**config.mk**
```make
export PLATFORM = sky130hd
export DESIGN_NAME = cwd_window_decode
export DESIGN_NICKNAME = d
export VERILOG_FILES = /design/src/hdl/cwd_pkg.sv /design/src/hdl/cwd_window_decode.sv
export SDC_FILE = /design/constraint.sdc
export NUM_CORES = 1
export LEC_CHECK = 0
export BUFFER_PORTS_ARGS = -buffer_cell sky130_fd_sc_hd__clkbuf_2
export CAP_MARGIN = 10
export CORE_ASPECT_RATIO = 2
export CORE_UTILIZATION = 45
export CTS_BUF_LIST = sky130_fd_sc_hd__clkbuf_16
export CTS_CLUSTER_SIZE = 12
export DETAILED_ROUTE_END_ITERATION = 8
export PLACE_DENSITY_LB_ADDON = 0.3
export SLEW_MARGIN = 10
export SYNTH_ARGS = -nofsm -noshare
export SYNTH_HDL_FRONTEND = slang
export SYNTH_SLANG_ARGS = --single-unit
```
**constraint.sdc**
```tcl
create_clock -name pclk -period 6.7 [get_ports pclk]
set_input_delay 0 -clock pclk [delete_from_list [all_inputs] [get_ports pclk]]
set_output_delay 0 -clock pclk [all_outputs]
set_load 0.05 [all_outputs]
```
**src/hdl/cwd_pkg.sv**
```systemverilog
// package: register map, field layout, reset values and carriers for cwd
package cwd_pkg;

  // ---------------------------------------------------------------
  // register indices (byte address is four times the index)
  // ---------------------------------------------------------------
  localparam int unsigned NWIN = 2;
  localparam logic [7:0] MEM_LO_IDX [NWIN] = '{8'h1c, 8'h24};
  localparam logic [7:0] MEM_HI_IDX [NWIN] = '{8'h20, 8'h28};
  localparam logic [7:0] IO_LO_IDX [NWIN] = '{8'h2c, 8'h34};
  localparam logic [7:0] IO_HI_IDX [NWIN] = '{8'h30, 8'h38};
  localparam logic [7:0] IRQ_LINE_IDX = 8'h3c;
  localparam logic [7:0] IRQ_PIN_IDX = 8'h3d;
  localparam logic [7:0] BRIDGE_CTL_IDX = 8'h3e;
  localparam logic [7:0] DEV_CTL_IDX = 8'h92;

  // ---------------------------------------------------------------
  // field positions
  // ---------------------------------------------------------------
  localparam int unsigned MEM_LSB = 12;
  localparam int unsigned IO_LSB = 2;
  localparam int unsigned IO_HI_MSB = 15;
  localparam int unsigned IO_PAGE_LSB = 16;
  localparam int unsigned PREF0_BIT = 8;
  localparam int unsigned PREF1_BIT = 9;
  localparam int unsigned MODE_LSB = 1;

  // ---------------------------------------------------------------
  // reset values
  // ---------------------------------------------------------------
  localparam logic [19:0] MEM_RST = 20'h00000;
  localparam logic [29:0] IO_LO_RST = 30'h00000000;
  localparam logic [13:0] IO_HI_RST = 14'h0000;
  localparam logic [7:0] IRQ_LINE_RST = 8'hff;
  localparam logic [1:0] PREF_RST = 2'h3;
  localparam logic [7:0] PIN_INTA = 8'h01;
  localparam logic [7:0] PIN_NONE = 8'h00;

  // ---------------------------------------------------------------
  // types
  // ---------------------------------------------------------------
  typedef enum logic [1:0] {
    mode_isa_parallel_only,
    mode_parallel_both,
    mode_serial_isa_parallel_pci,
    mode_serial_both
  } cwd_irq_mode_e;

  localparam cwd_irq_mode_e MODE_RST = mode_serial_both;

  typedef struct packed {
    logic valid;
    logic is_io;
    logic [31:0] addr;
  } cwd_req_s;

  typedef struct packed {
    logic valid;
    logic fwd;
    logic win;
    logic prefetchable;
  } cwd_dec_s;

  function automatic logic [11:0] cwd_byte_addr(input logic [7:0] idx);
    cwd_byte_addr = {2'h0, idx, 2'h0};
  endfunction : cwd_byte_addr

endpackage : cwd_pkg

```
**src/hdl/cwd_window_decode.sv**
```systemverilog
// cwd_window_decode: cardbus window registers and forward decode
//
// What this block does
// - two writable 4k-aligned memory window bases
// - memory window low twelve bits read zero
// - two memory window limits, same layout
// - memory windows steer both forwarding directions
// - memory window off while base, limit zero
// - window prefetch type from bridge bits 8,9
// - two io bases: page plus offset
// - io base bits 31..2 writable, 1..0 zero
// - io window off while base, limit zero
// - two io limits, bits 15..2 writable
// - io limit upper half, low bits zero
// - io limit low two bits compare as ones
// - io windows steer both forwarding directions
// - interrupt line byte, writable, resets ff
// - interrupt pin read-only, follows signalling mode
// - reset into serialized pci and isa mode
// - prefetch bit one means prefetchable, default
//
// The APB interface to the registers was decided locally.
`timescale 1ns/1ps
`default_nettype none

module cwd_window_decode (
  // clock and reset
  input wire logic pclk,
  input wire logic presetn,
  // apb slave
  input wire logic psel,
  input wire logic penable,
  input wire logic pwrite,
  input wire logic [11:0] paddr,
  input wire logic [31:0] pwdata,
  input wire logic [3:0] pstrb,
  output logic pready,
  output logic [31:0] prdata,
  output logic pslverr,
  // pci side decode request and answer
  input wire cwd_pkg::cwd_req_s pci_req,
  output cwd_pkg::cwd_dec_s pci_dec,
  // cardbus side decode request and answer
  input wire cwd_pkg::cwd_req_s cb_req,
  output cwd_pkg::cwd_dec_s cb_dec,
  // configuration views
  output logic window0_prefetchable,
  output logic window1_prefetchable,
  output cwd_pkg::cwd_irq_mode_e irq_mode
);

  // ---------------------------------------------------------------
  // bus phases and byte-lane merge
  // ---------------------------------------------------------------
  wire logic setup_ph = psel & ~penable;
  wire logic access_ph = psel & penable;
  wire logic wr_en = access_ph & pwrite;

  function automatic logic [31:0] merge(input logic [31:0] old_v,
                                        input logic [31:0] new_v,
                                        input logic [3:0] strb);
    logic [31:0] r;
    r = old_v;
    for (int b = 0; b < 4; b++) begin
      if (strb[b]) begin
        r[8*b +: 8] = new_v[8*b +: 8];
      end
    end
    merge = r;
  endfunction : merge

  // ---------------------------------------------------------------
  // shared registers
  // ---------------------------------------------------------------
  logic [7:0] irq_line_q, irq_line_d;
  logic [1:0] pref_q, pref_d;
  cwd_pkg::cwd_irq_mode_e mode_q, mode_d;
  logic [31:0] prdata_q, prdata_d;
  cwd_pkg::cwd_dec_s pci_dec_q, pci_dec_d, cb_dec_q, cb_dec_d;

  wire logic sel_line =
    paddr == cwd_pkg::cwd_byte_addr(cwd_pkg::IRQ_LINE_IDX);
  wire logic sel_pin =
    paddr == cwd_pkg::cwd_byte_addr(cwd_pkg::IRQ_PIN_IDX);
  wire logic sel_bctl =
    paddr == cwd_pkg::cwd_byte_addr(cwd_pkg::BRIDGE_CTL_IDX);
  wire logic sel_dctl =
    paddr == cwd_pkg::cwd_byte_addr(cwd_pkg::DEV_CTL_IDX);

  wire logic [31:0] line_view = {24'h000000, irq_line_q};
  wire logic [31:0] bctl_view = {22'h000000, pref_q, 8'h00};
  wire logic [31:0] dctl_view = {29'h00000000, mode_q, 1'b0};
  // no pci interrupt in isa-only mode, so the pin reads as unused
  wire logic [7:0] pin_val =
    (mode_q == cwd_pkg::mode_isa_parallel_only) ?
    cwd_pkg::PIN_NONE : cwd_pkg::PIN_INTA;
  wire logic [31:0] pin_view = {24'h000000, pin_val};

  wire logic [31:0] line_m = merge(line_view, pwdata, pstrb);
  wire logic [31:0] bctl_m = merge(bctl_view, pwdata, pstrb);
  wire logic [31:0] dctl_m = merge(dctl_view, pwdata, pstrb);

  assign irq_line_d = (wr_en & sel_line) ? line_m[7:0] : irq_line_q;
  assign pref_d = (wr_en & sel_bctl) ?
    bctl_m[cwd_pkg::PREF1_BIT:cwd_pkg::PREF0_BIT] : pref_q;
  assign mode_d = (wr_en & sel_dctl) ?
    cwd_pkg::cwd_irq_mode_e'(dctl_m[cwd_pkg::MODE_LSB +: 2]) : mode_q;

  // ---------------------------------------------------------------
  // per-window registers and decode
  // ---------------------------------------------------------------
  logic [19:0] mem_lo_q [2];
  logic [19:0] mem_hi_q [2];
  logic [29:0] io_lo_q [2];
  logic [13:0] io_hi_q [2];
  logic [1:0] sel_mem_lo, sel_mem_hi, sel_io_lo, sel_io_hi;
  logic [31:0] mem_lo_view [2];
  logic [31:0] mem_hi_view [2];
  logic [31:0] io_lo_view [2];
  logic [31:0] io_hi_view [2];
  logic [1:0] pci_mem_hit, pci_io_hit, cb_mem_hit, cb_io_hit;

  for (genvar w = 0; w < 2; w++) begin : g_win
    wire logic [31:0] mem_base = {mem_lo_q[w], 12'h000};
    wire logic [31:0] mem_top = {mem_hi_q[w], 12'hfff};
    wire logic [31:0] io_base = {io_lo_q[w], 2'b00};
    // page from the base, offset from the limit, low bits as ones
    wire logic [31:0] io_top =
      {io_lo_q[w][29:14], io_hi_q[w], 2'b11};
    wire logic mem_on = |{mem_lo_q[w], mem_hi_q[w]};
    wire logic io_on = |{io_lo_q[w], io_hi_q[w]};

    wire logic [31:0] mlo_m = merge(mem_lo_view[w], pwdata, pstrb);
    wire logic [31:0] mhi_m = merge(mem_hi_view[w], pwdata, pstrb);
    wire logic [31:0] ilo_m = merge(io_lo_view[w], pwdata, pstrb);
    wire logic [31:0] ihi_m = merge(io_hi_view[w], pwdata, pstrb);

    assign sel_mem_lo[w] =
      paddr == cwd_pkg::cwd_byte_addr(cwd_pkg::MEM_LO_IDX[w]);
    assign sel_mem_hi[w] =
      paddr == cwd_pkg::cwd_byte_addr(cwd_pkg::MEM_HI_IDX[w]);
    assign sel_io_lo[w] =
      paddr == cwd_pkg::cwd_byte_addr(cwd_pkg::IO_LO_IDX[w]);
    assign sel_io_hi[w] =
      paddr == cwd_pkg::cwd_byte_addr(cwd_pkg::IO_HI_IDX[w]);

    assign mem_lo_view[w] = {mem_lo_q[w], 12'h000};
    assign mem_hi_view[w] = {mem_hi_q[w], 12'h000};
    assign io_lo_view[w] = {io_lo_q[w], 2'b00};
    assign io_hi_view[w] = {16'h0000, io_hi_q[w], 2'b00};

    assign pci_mem_hit[w] = mem_on & (pci_req.addr >= mem_base) &
      (pci_req.addr <= mem_top);
    assign cb_mem_hit[w] = mem_on & (cb_req.addr >= mem_base) &
      (cb_req.addr <= mem_top);
    assign pci_io_hit[w] = io_on & (pci_req.addr >= io_base) &
      (pci_req.addr <= io_top);
    assign cb_io_hit[w] = io_on & (cb_req.addr >= io_base) &
      (cb_req.addr <= io_top);

    always_ff @(posedge pclk or negedge presetn) begin
      if (!presetn) begin
        mem_lo_q[w] <= cwd_pkg::MEM_RST;
        mem_hi_q[w] <= cwd_pkg::MEM_RST;
        io_lo_q[w] <= cwd_pkg::IO_LO_RST;
        io_hi_q[w] <= cwd_pkg::IO_HI_RST;
      end else if (wr_en) begin
        if (sel_mem_lo[w]) begin
          mem_lo_q[w] <= mlo_m[31:cwd_pkg::MEM_LSB];
        end
        if (sel_mem_hi[w]) begin
          mem_hi_q[w] <= mhi_m[31:cwd_pkg::MEM_LSB];
        end
        if (sel_io_lo[w]) begin
          io_lo_q[w] <= ilo_m[31:cwd_pkg::IO_LSB];
        end
        if (sel_io_hi[w]) begin
          io_hi_q[w] <=
            ihi_m[cwd_pkg::IO_HI_MSB:cwd_pkg::IO_LSB];
        end
      end
    end

  end : g_win

  // ---------------------------------------------------------------
  // decode answers (window 0 wins when both match)
  // ---------------------------------------------------------------
  wire logic [1:0] pci_hits = pci_req.is_io ? pci_io_hit : pci_mem_hit;
  wire logic [1:0] cb_hits = cb_req.is_io ? cb_io_hit : cb_mem_hit;
  wire logic pci_win = ~pci_hits[0];
  // a cardbus cycle goes upstream only when it misses every window
  wire logic cb_up = ~|cb_hits;

  always_comb begin
    pci_dec_d.valid = pci_req.valid;
    pci_dec_d.fwd = pci_req.valid & (|pci_hits);
    pci_dec_d.win = pci_win;
    pci_dec_d.prefetchable = pci_dec_d.fwd & ~pci_req.is_io &
      pref_q[pci_win];
    cb_dec_d.valid = cb_req.valid;
    cb_dec_d.fwd = cb_req.valid & cb_up;
    cb_dec_d.win = ~cb_hits[0];
    cb_dec_d.prefetchable = cb_req.valid & ~cb_req.is_io &
      ~cb_up & pref_q[~cb_hits[0]];
  end

  // ---------------------------------------------------------------
  // read mux, taken in the setup phase so prdata is a flop
  // ---------------------------------------------------------------
  logic mapped;
  always_comb begin
    prdata_d = 32'h00000000;
    mapped = 1'b1;
    if (sel_mem_lo[0]) begin
      prdata_d = mem_lo_view[0];
    end else if (sel_mem_lo[1]) begin
      prdata_d = mem_lo_view[1];
    end else if (sel_mem_hi[0]) begin
      prdata_d = mem_hi_view[0];
    end else if (sel_mem_hi[1]) begin
      prdata_d = mem_hi_view[1];
    end else if (sel_io_lo[0]) begin
      prdata_d = io_lo_view[0];
    end else if (sel_io_lo[1]) begin
      prdata_d = io_lo_view[1];
    end else if (sel_io_hi[0]) begin
      prdata_d = io_hi_view[0];
    end else if (sel_io_hi[1]) begin
      prdata_d = io_hi_view[1];
    end else if (sel_line) begin
      prdata_d = line_view;
    end else if (sel_pin) begin
      prdata_d = pin_view;
    end else if (sel_bctl) begin
      prdata_d = bctl_view;
    end else if (sel_dctl) begin
      prdata_d = dctl_view;
    end else begin
      mapped = 1'b0;
    end
  end

  // zero wait states; unmapped access errors and writes nothing
  assign pready = 1'b1;
  assign pslverr = access_ph & ~mapped;
  assign prdata = prdata_q;
  assign pci_dec = pci_dec_q;
  assign cb_dec = cb_dec_q;
  assign window0_prefetchable = pref_q[0];
  assign window1_prefetchable = pref_q[1];
  assign irq_mode = mode_q;

  // ---------------------------------------------------------------
  // flops
  // ---------------------------------------------------------------
  always_ff @(posedge pclk or negedge presetn) begin
    if (!presetn) begin
      irq_line_q <= cwd_pkg::IRQ_LINE_RST;
      pref_q <= cwd_pkg::PREF_RST;
      mode_q <= cwd_pkg::MODE_RST;
      prdata_q <= 32'h00000000;
      pci_dec_q <= '0;
      cb_dec_q <= '0;
    end else begin
      irq_line_q <= irq_line_d;
      pref_q <= pref_d;
      mode_q <= mode_d;
      prdata_q <= setup_ph ? prdata_d : prdata_q;
      pci_dec_q <= pci_dec_d;
      cb_dec_q <= cb_dec_d;
    end
  end
endmodule : cwd_window_decode

`default_nettype wire

```
# [Word-level counts from Yosys, hierarchy flattened]
# Index checks and enable logic that the tools add are counted.
[totals] input_bits=121 out_inout_bits=46 ff_bits=220 elab_cells=168
[classes] muxes=31 eq_ne=12 n_lt_le_gt_ge=18 bitwise=36 n_reduce_logical=35
[op_table] op="$ge 32x32->1" n=8
[op_table] op="$le 32x32->1" n=8
[op_table] op="$mux 32" n=6
[op_table] op="$eq 12x8->1 const B" n=10
[op_table] op="$reduce_or 44->1" n=2
[op_table] op="$reduce_or 40->1" n=2
[op_table] op="$reduce_and 3->1" n=24
[op_table] op="$mux 16" n=2
[op_table] op="$and 1x1->1" n=30
[op_table] op="$mux 10" n=3
[op_table] op="$mux 1" n=17
[op_table] op="$eq 12x10->1 const B" n=1
[op_table] op="$eq 12x7->1 const B" n=1
[op_table] op="$not 1->1" n=6
[op_table] op="$reduce_and 2->1" n=3
[op_table] op="$lt 1x2->1 const B" n=2
[op_table] op="$mux 2" n=2
[op_table] op="$reduce_or 2->1" n=2
[op_table] op="$mux 3" n=1
[op_table] op="$logic_not 2->1" n=1
[op_table] op="$logic_not 1->1" n=1

# [Depth between registers and ports, before layout]
[depth] word_depth=15 depth_mapped=10 ltp_nobuf=10

# [Worst setup path after synthesis]
# OpenSTA, ideal clock, no wires.
[synth_path] path_kind="register to register" from="register io_lo_q (netlist bit g_win[1].io_base[23])" to="register cb_dec_q (netlist bit cb_dec[2])" required_ns=6.580 t_arrival_ns=2.293 path_buffers=0 setup_slack_ns=4.288 setup_time_ns=0.120 period_less_slack_ns=2.412 stages_incl_launch_ff=11 path_cell_list="dfrtp_1 -> inv_1 -> ha_1 -> a211oi_1 -> o21ai_0 -> o221a_2 -> nor3_1 -> o2111ai_1 -> a2111oi_0 -> nor2_1 -> and3_1"
[synth_lines] item="start, declared" line="cwd_window_decode.sv:114" source="logic [29:0] io_lo_q [2];"
[synth_lines] item="start signal, assigned by index" line="cwd_window_decode.sv:165" source="io_lo_q[w] <= cwd_pkg::IO_LO_RST;"
[synth_lines] item="start signal, assigned by index" line="cwd_window_decode.sv:175" source="io_lo_q[w] <= ilo_m[31:cwd_pkg::IO_LSB];"
[synth_lines] item="end signal, assigned" line="cwd_window_decode.sv:264" source="cb_dec_q <= '0;"
[synth_lines] item="end signal, assigned" line="cwd_window_decode.sv:271" source="cb_dec_q <= cb_dec_d;"
[synth_lines] item="end, declared" line="cwd_window_decode.sv:79" source="cwd_pkg::cwd_dec_s pci_dec_q, pci_dec_d, cb_dec_q, cb_dec_d;"

==> summary.md <==
| Metric | Value |
|---|---|
| Crit path buffers/inverters | `1` |
| Clk root buf | `clkbuf_16` |
| Final hold slack | `43.5 ps` |
| Final min period | `3600 ps` |
| Total CTS buffers | `24` |
| Setup tns final | `0 ps` |
| Crit start category | `flip-flop` |
| Sequential share of the synthesized area | `0.313` |
| P_leak | `9.81 nW` |
| Final WS setup | `3100 ps` |
| Htree depth | `1` |
| Top Family by Delay on Critical Path | `compound AO/OA/AOI/OAI gates` |
| Commonest cells after routing, fill and taps aside | `ha_1, nand2_1, dfrtp_1` |
| Dpl ws | `3210 ps` |
| WHS Path Cells | `5` |
| Die H | `282 um` |
| DR pass1 iterations | `5` |
| Max cap viols | `0` |
| Syn avg cell area | `8.99 um^2` |
| Fin crit share | `0.538` |
| Post-DR vias/cell | `6.32` |
| Hold Vio Cnt, Final | `0` |
| RSZ-0062 raised after global routing | `no` |
| Worst slew margin | `0.153` |
| Critical Path RT | `7170 ps` |
| Status | `complete, no violations` |
| Largest net degree at the start of global routing | `98` |
| Reg2reg setup slack | `3100 ps` |
| Die Wd | `142 um` |
| Worst-path fanout max | `3` |
| Row count | `102` |
| Worst r2r dst | `cb_dec[0]` |
| Post-DP Area | `19000 um^2` |
| Most common cell after layout, fill and taps aside | `ha_1` |
| Worst Skew | `13.7 ps` |
| Post-Syn Nets | `2420` |
| Cells after Synth | `1963` |
| Hold path start | `paddr[9]` |
| Largest stage delay on the critical path | `890 ps` |
| Initial antenna violation count | `2` |
| I/O pins | `167` |
| Reg2reg start | `g_win[1].io_base[31]` |
| Final setup vio count | `0` |
| Skew-Pair Late Insertion Delay | `560 ps` |
| Detailed-placement wirelength estimate | `64.5 mm` |
| Overflow left after global routing | `0` |
| EDFF count, synth | `0` |
| Clk sinks | `220` |
| Async set-or-reset flop fraction in the synthesized netlist | `1.00` |
| Area Growth Syn to Fin | `13.9%` |
| CTS tree | `built` |
| # DRC | `0` |
| Critical path class | `flip-flop to flip-flop` |
| Initial core utilization | `0.457` |
| Synth warn | `0` |
| Peak VDD IR | `184 uV` |
| #FFs+latches synth | `220` |
| Die ar. | `40100 um^2` |
| First-pass GRT wire length | `115 mm` |
| Min-Delay Path Class | `input pin to flip-flop` |
| Hold Path End | `prdata[1]` |
| Total number of vias | `17082` |
| Max Root-Sink Buffers | `3` |
| Max Clock Freq | `0.278 GHz` |
| Vias in the first global route | `17449` |
| Slowest cell on the critical path | `a2111oi_1` |
| CP Depth | `10` |
| Post-CTS setup buffers | `0` |
| Cell Pwr Density | `153 nW/um^2` |
| Reg2reg path depth | `10` |
| Reg clk slew, reported paths | `60 ps` |
| Wire length per cell | `29.7 um` |
| Post-layout net count | `2617` |
| Final Util | `0.520` |
| Fraction of layout cells with a size suffix above 1 | `0.142` |
| CP Data Arrival Time | `4070 ps` |
| Input/output buffers | `165` |
| Worst slew pin tran | `1260 ps` |
| Post-DRT Antenna Nets | `0` |
| Worst setup EP type | `flip-flop` |
| Post-synthesis cell type count | `77` |
| Global-route usage over all layers | `0.407` |
| CORE AREA | `38700 um^2` |
| RD Place Congestion | `1.10` |
| Total Wirelength | `80.3 mm` |
| Netlist Area Pre-Place | `17700 um^2` |
| Design area | `20100 um^2` |
| Top_reg_cell synth | `dfrtp_1` |
| Final Slew Violations | `0` |
| Initial DRC count | `1194` |
| CP cell instances | `inv_1 -> ha_1 -> nand4_1 -> nor2_1 -> o221a_2 -> nor3_1 -> nor4b_1 -> a2111oi_1 -> o2111ai_1 -> mux2i_1` |
power breakdown:
group	leakage (nW)	internal (mW)	switching (mW)	total (mW)
Clock	0.386	0.651	0.582	1.23
Sequential	2.37	1.34	0.00938	1.35
Combinational	7.05	0.151	0.332	0.483
how the worst max path moves through the flow:
stage,start,to,slack (ps)
global placement,g_win[1].io_base[31],cb_dec[0],2920
finish,g_win[1].io_base[31],cb_dec[0],3100
floorplan,g_win[1].io_base[23],cb_dec[2],4290
CTS,g_win[1].io_base[31],cb_dec[0],3180
global route,g_win[1].io_base[31],cb_dec[0],3090
detailed placement,g_win[1].io_base[31],cb_dec[0],3210
state kept, by name, summed over array words and instances, names as in the netlist:
name	flops
g_win.io_base	60
g_win.mem_base	40
g_win.mem_top	40
prdata	32
g_win.io_top	28
irq_line_q	8
cb_dec	4
pci_dec	4
irq_mode	2
pref_q	2
kinds of logic after synthesis:
kind of cell | share of synthesized area
compound gates | 0.180
flops | 0.313
buf+inv | 0.0512
fa+ha+maj | 0.239
mux | 0.0533
other cells | 0.000212
simple gates | 0.164
through the flow:
stage,total power [mW],cells
global placement,1.82,2611
finish,3.07,2701
CTS,3.07,2698
detailed placement,1.83,2611
global route,3.16,2700
floorplan,1.60,1963
layout make-up:
cell class | instances | area, um^2
antenna | 3 | 7.51
fill | 3778 | 18600
multi-input combinational | 1518 | 11200
sequential | 220 | 5520
timing repair buffer | 215 | 1320
inverter | 181 | 679
tap | 520 | 651
clock inverter | 20 | 101
clock buffer | 24 | 601
Yosys cell counts (3+ instances only):
library cell	number	area, um^2
a2111oi_0	7	61.3
a211o_1	3	26.3
a211oi_1	21	158
a21boi_0	6	45.0
a21o_1	35	263
a21oi_1	146	731
a221oi_1	13	114
a222oi_1	4	40.0
a22oi_1	28	210
a311oi_1	3	26.3
a31oi_1	7	43.8
and3_1	14	87.6
and4_1	11	96.3
buf_1	4	15.0
buf_2	18	90.1
buf_4	8	60.1
clkbuf_1	13	48.8
dfrtp_1	208	5200
dfstp_2	12	315
ha_1	336	4200
inv_1	181	679
mux2_2	64	721
mux2i_1	22	220
nand2_1	219	822
nand2b_1	7	43.8
nand3_1	54	270
nand3_2	3	30.0
nand4_1	60	375
nor2_1	84	315
nor2_2	5	31.3
nor2_4	7	78.8
nor2b_1	11	68.8
nor3_1	20	100
nor4_1	56	350
o211ai_1	14	105
o21a_1	7	52.6
o21ai_0	178	891
o221ai_1	17	149
o22ai_1	4	25.0
o31a_1	3	26.3
o31ai_1	5	37.5
or3_1	4	25.0
worst min-delay path, stage by stage:
cell	delay (ps)
clkbuf_2	110
nand2_1	70
nor4_1	90
a22oi_1	180
o21ai_0	90
timing repair:
item / CTS / global route
gates resized for setup: 0 / 0
hold endpoints to repair: 283 / 0
hold buffers: 43 / 0
per-layer routing:
metal,vias up,track usage,part of all wire
li1,7663,-,-
met1,8160,0.352,0.30
met2,839,0.715,0.50
met3,418,0.0814,0.059
met4,2,0.494,0.14
met5,-,0,0.00016
(Power assumes the default switching activity.)
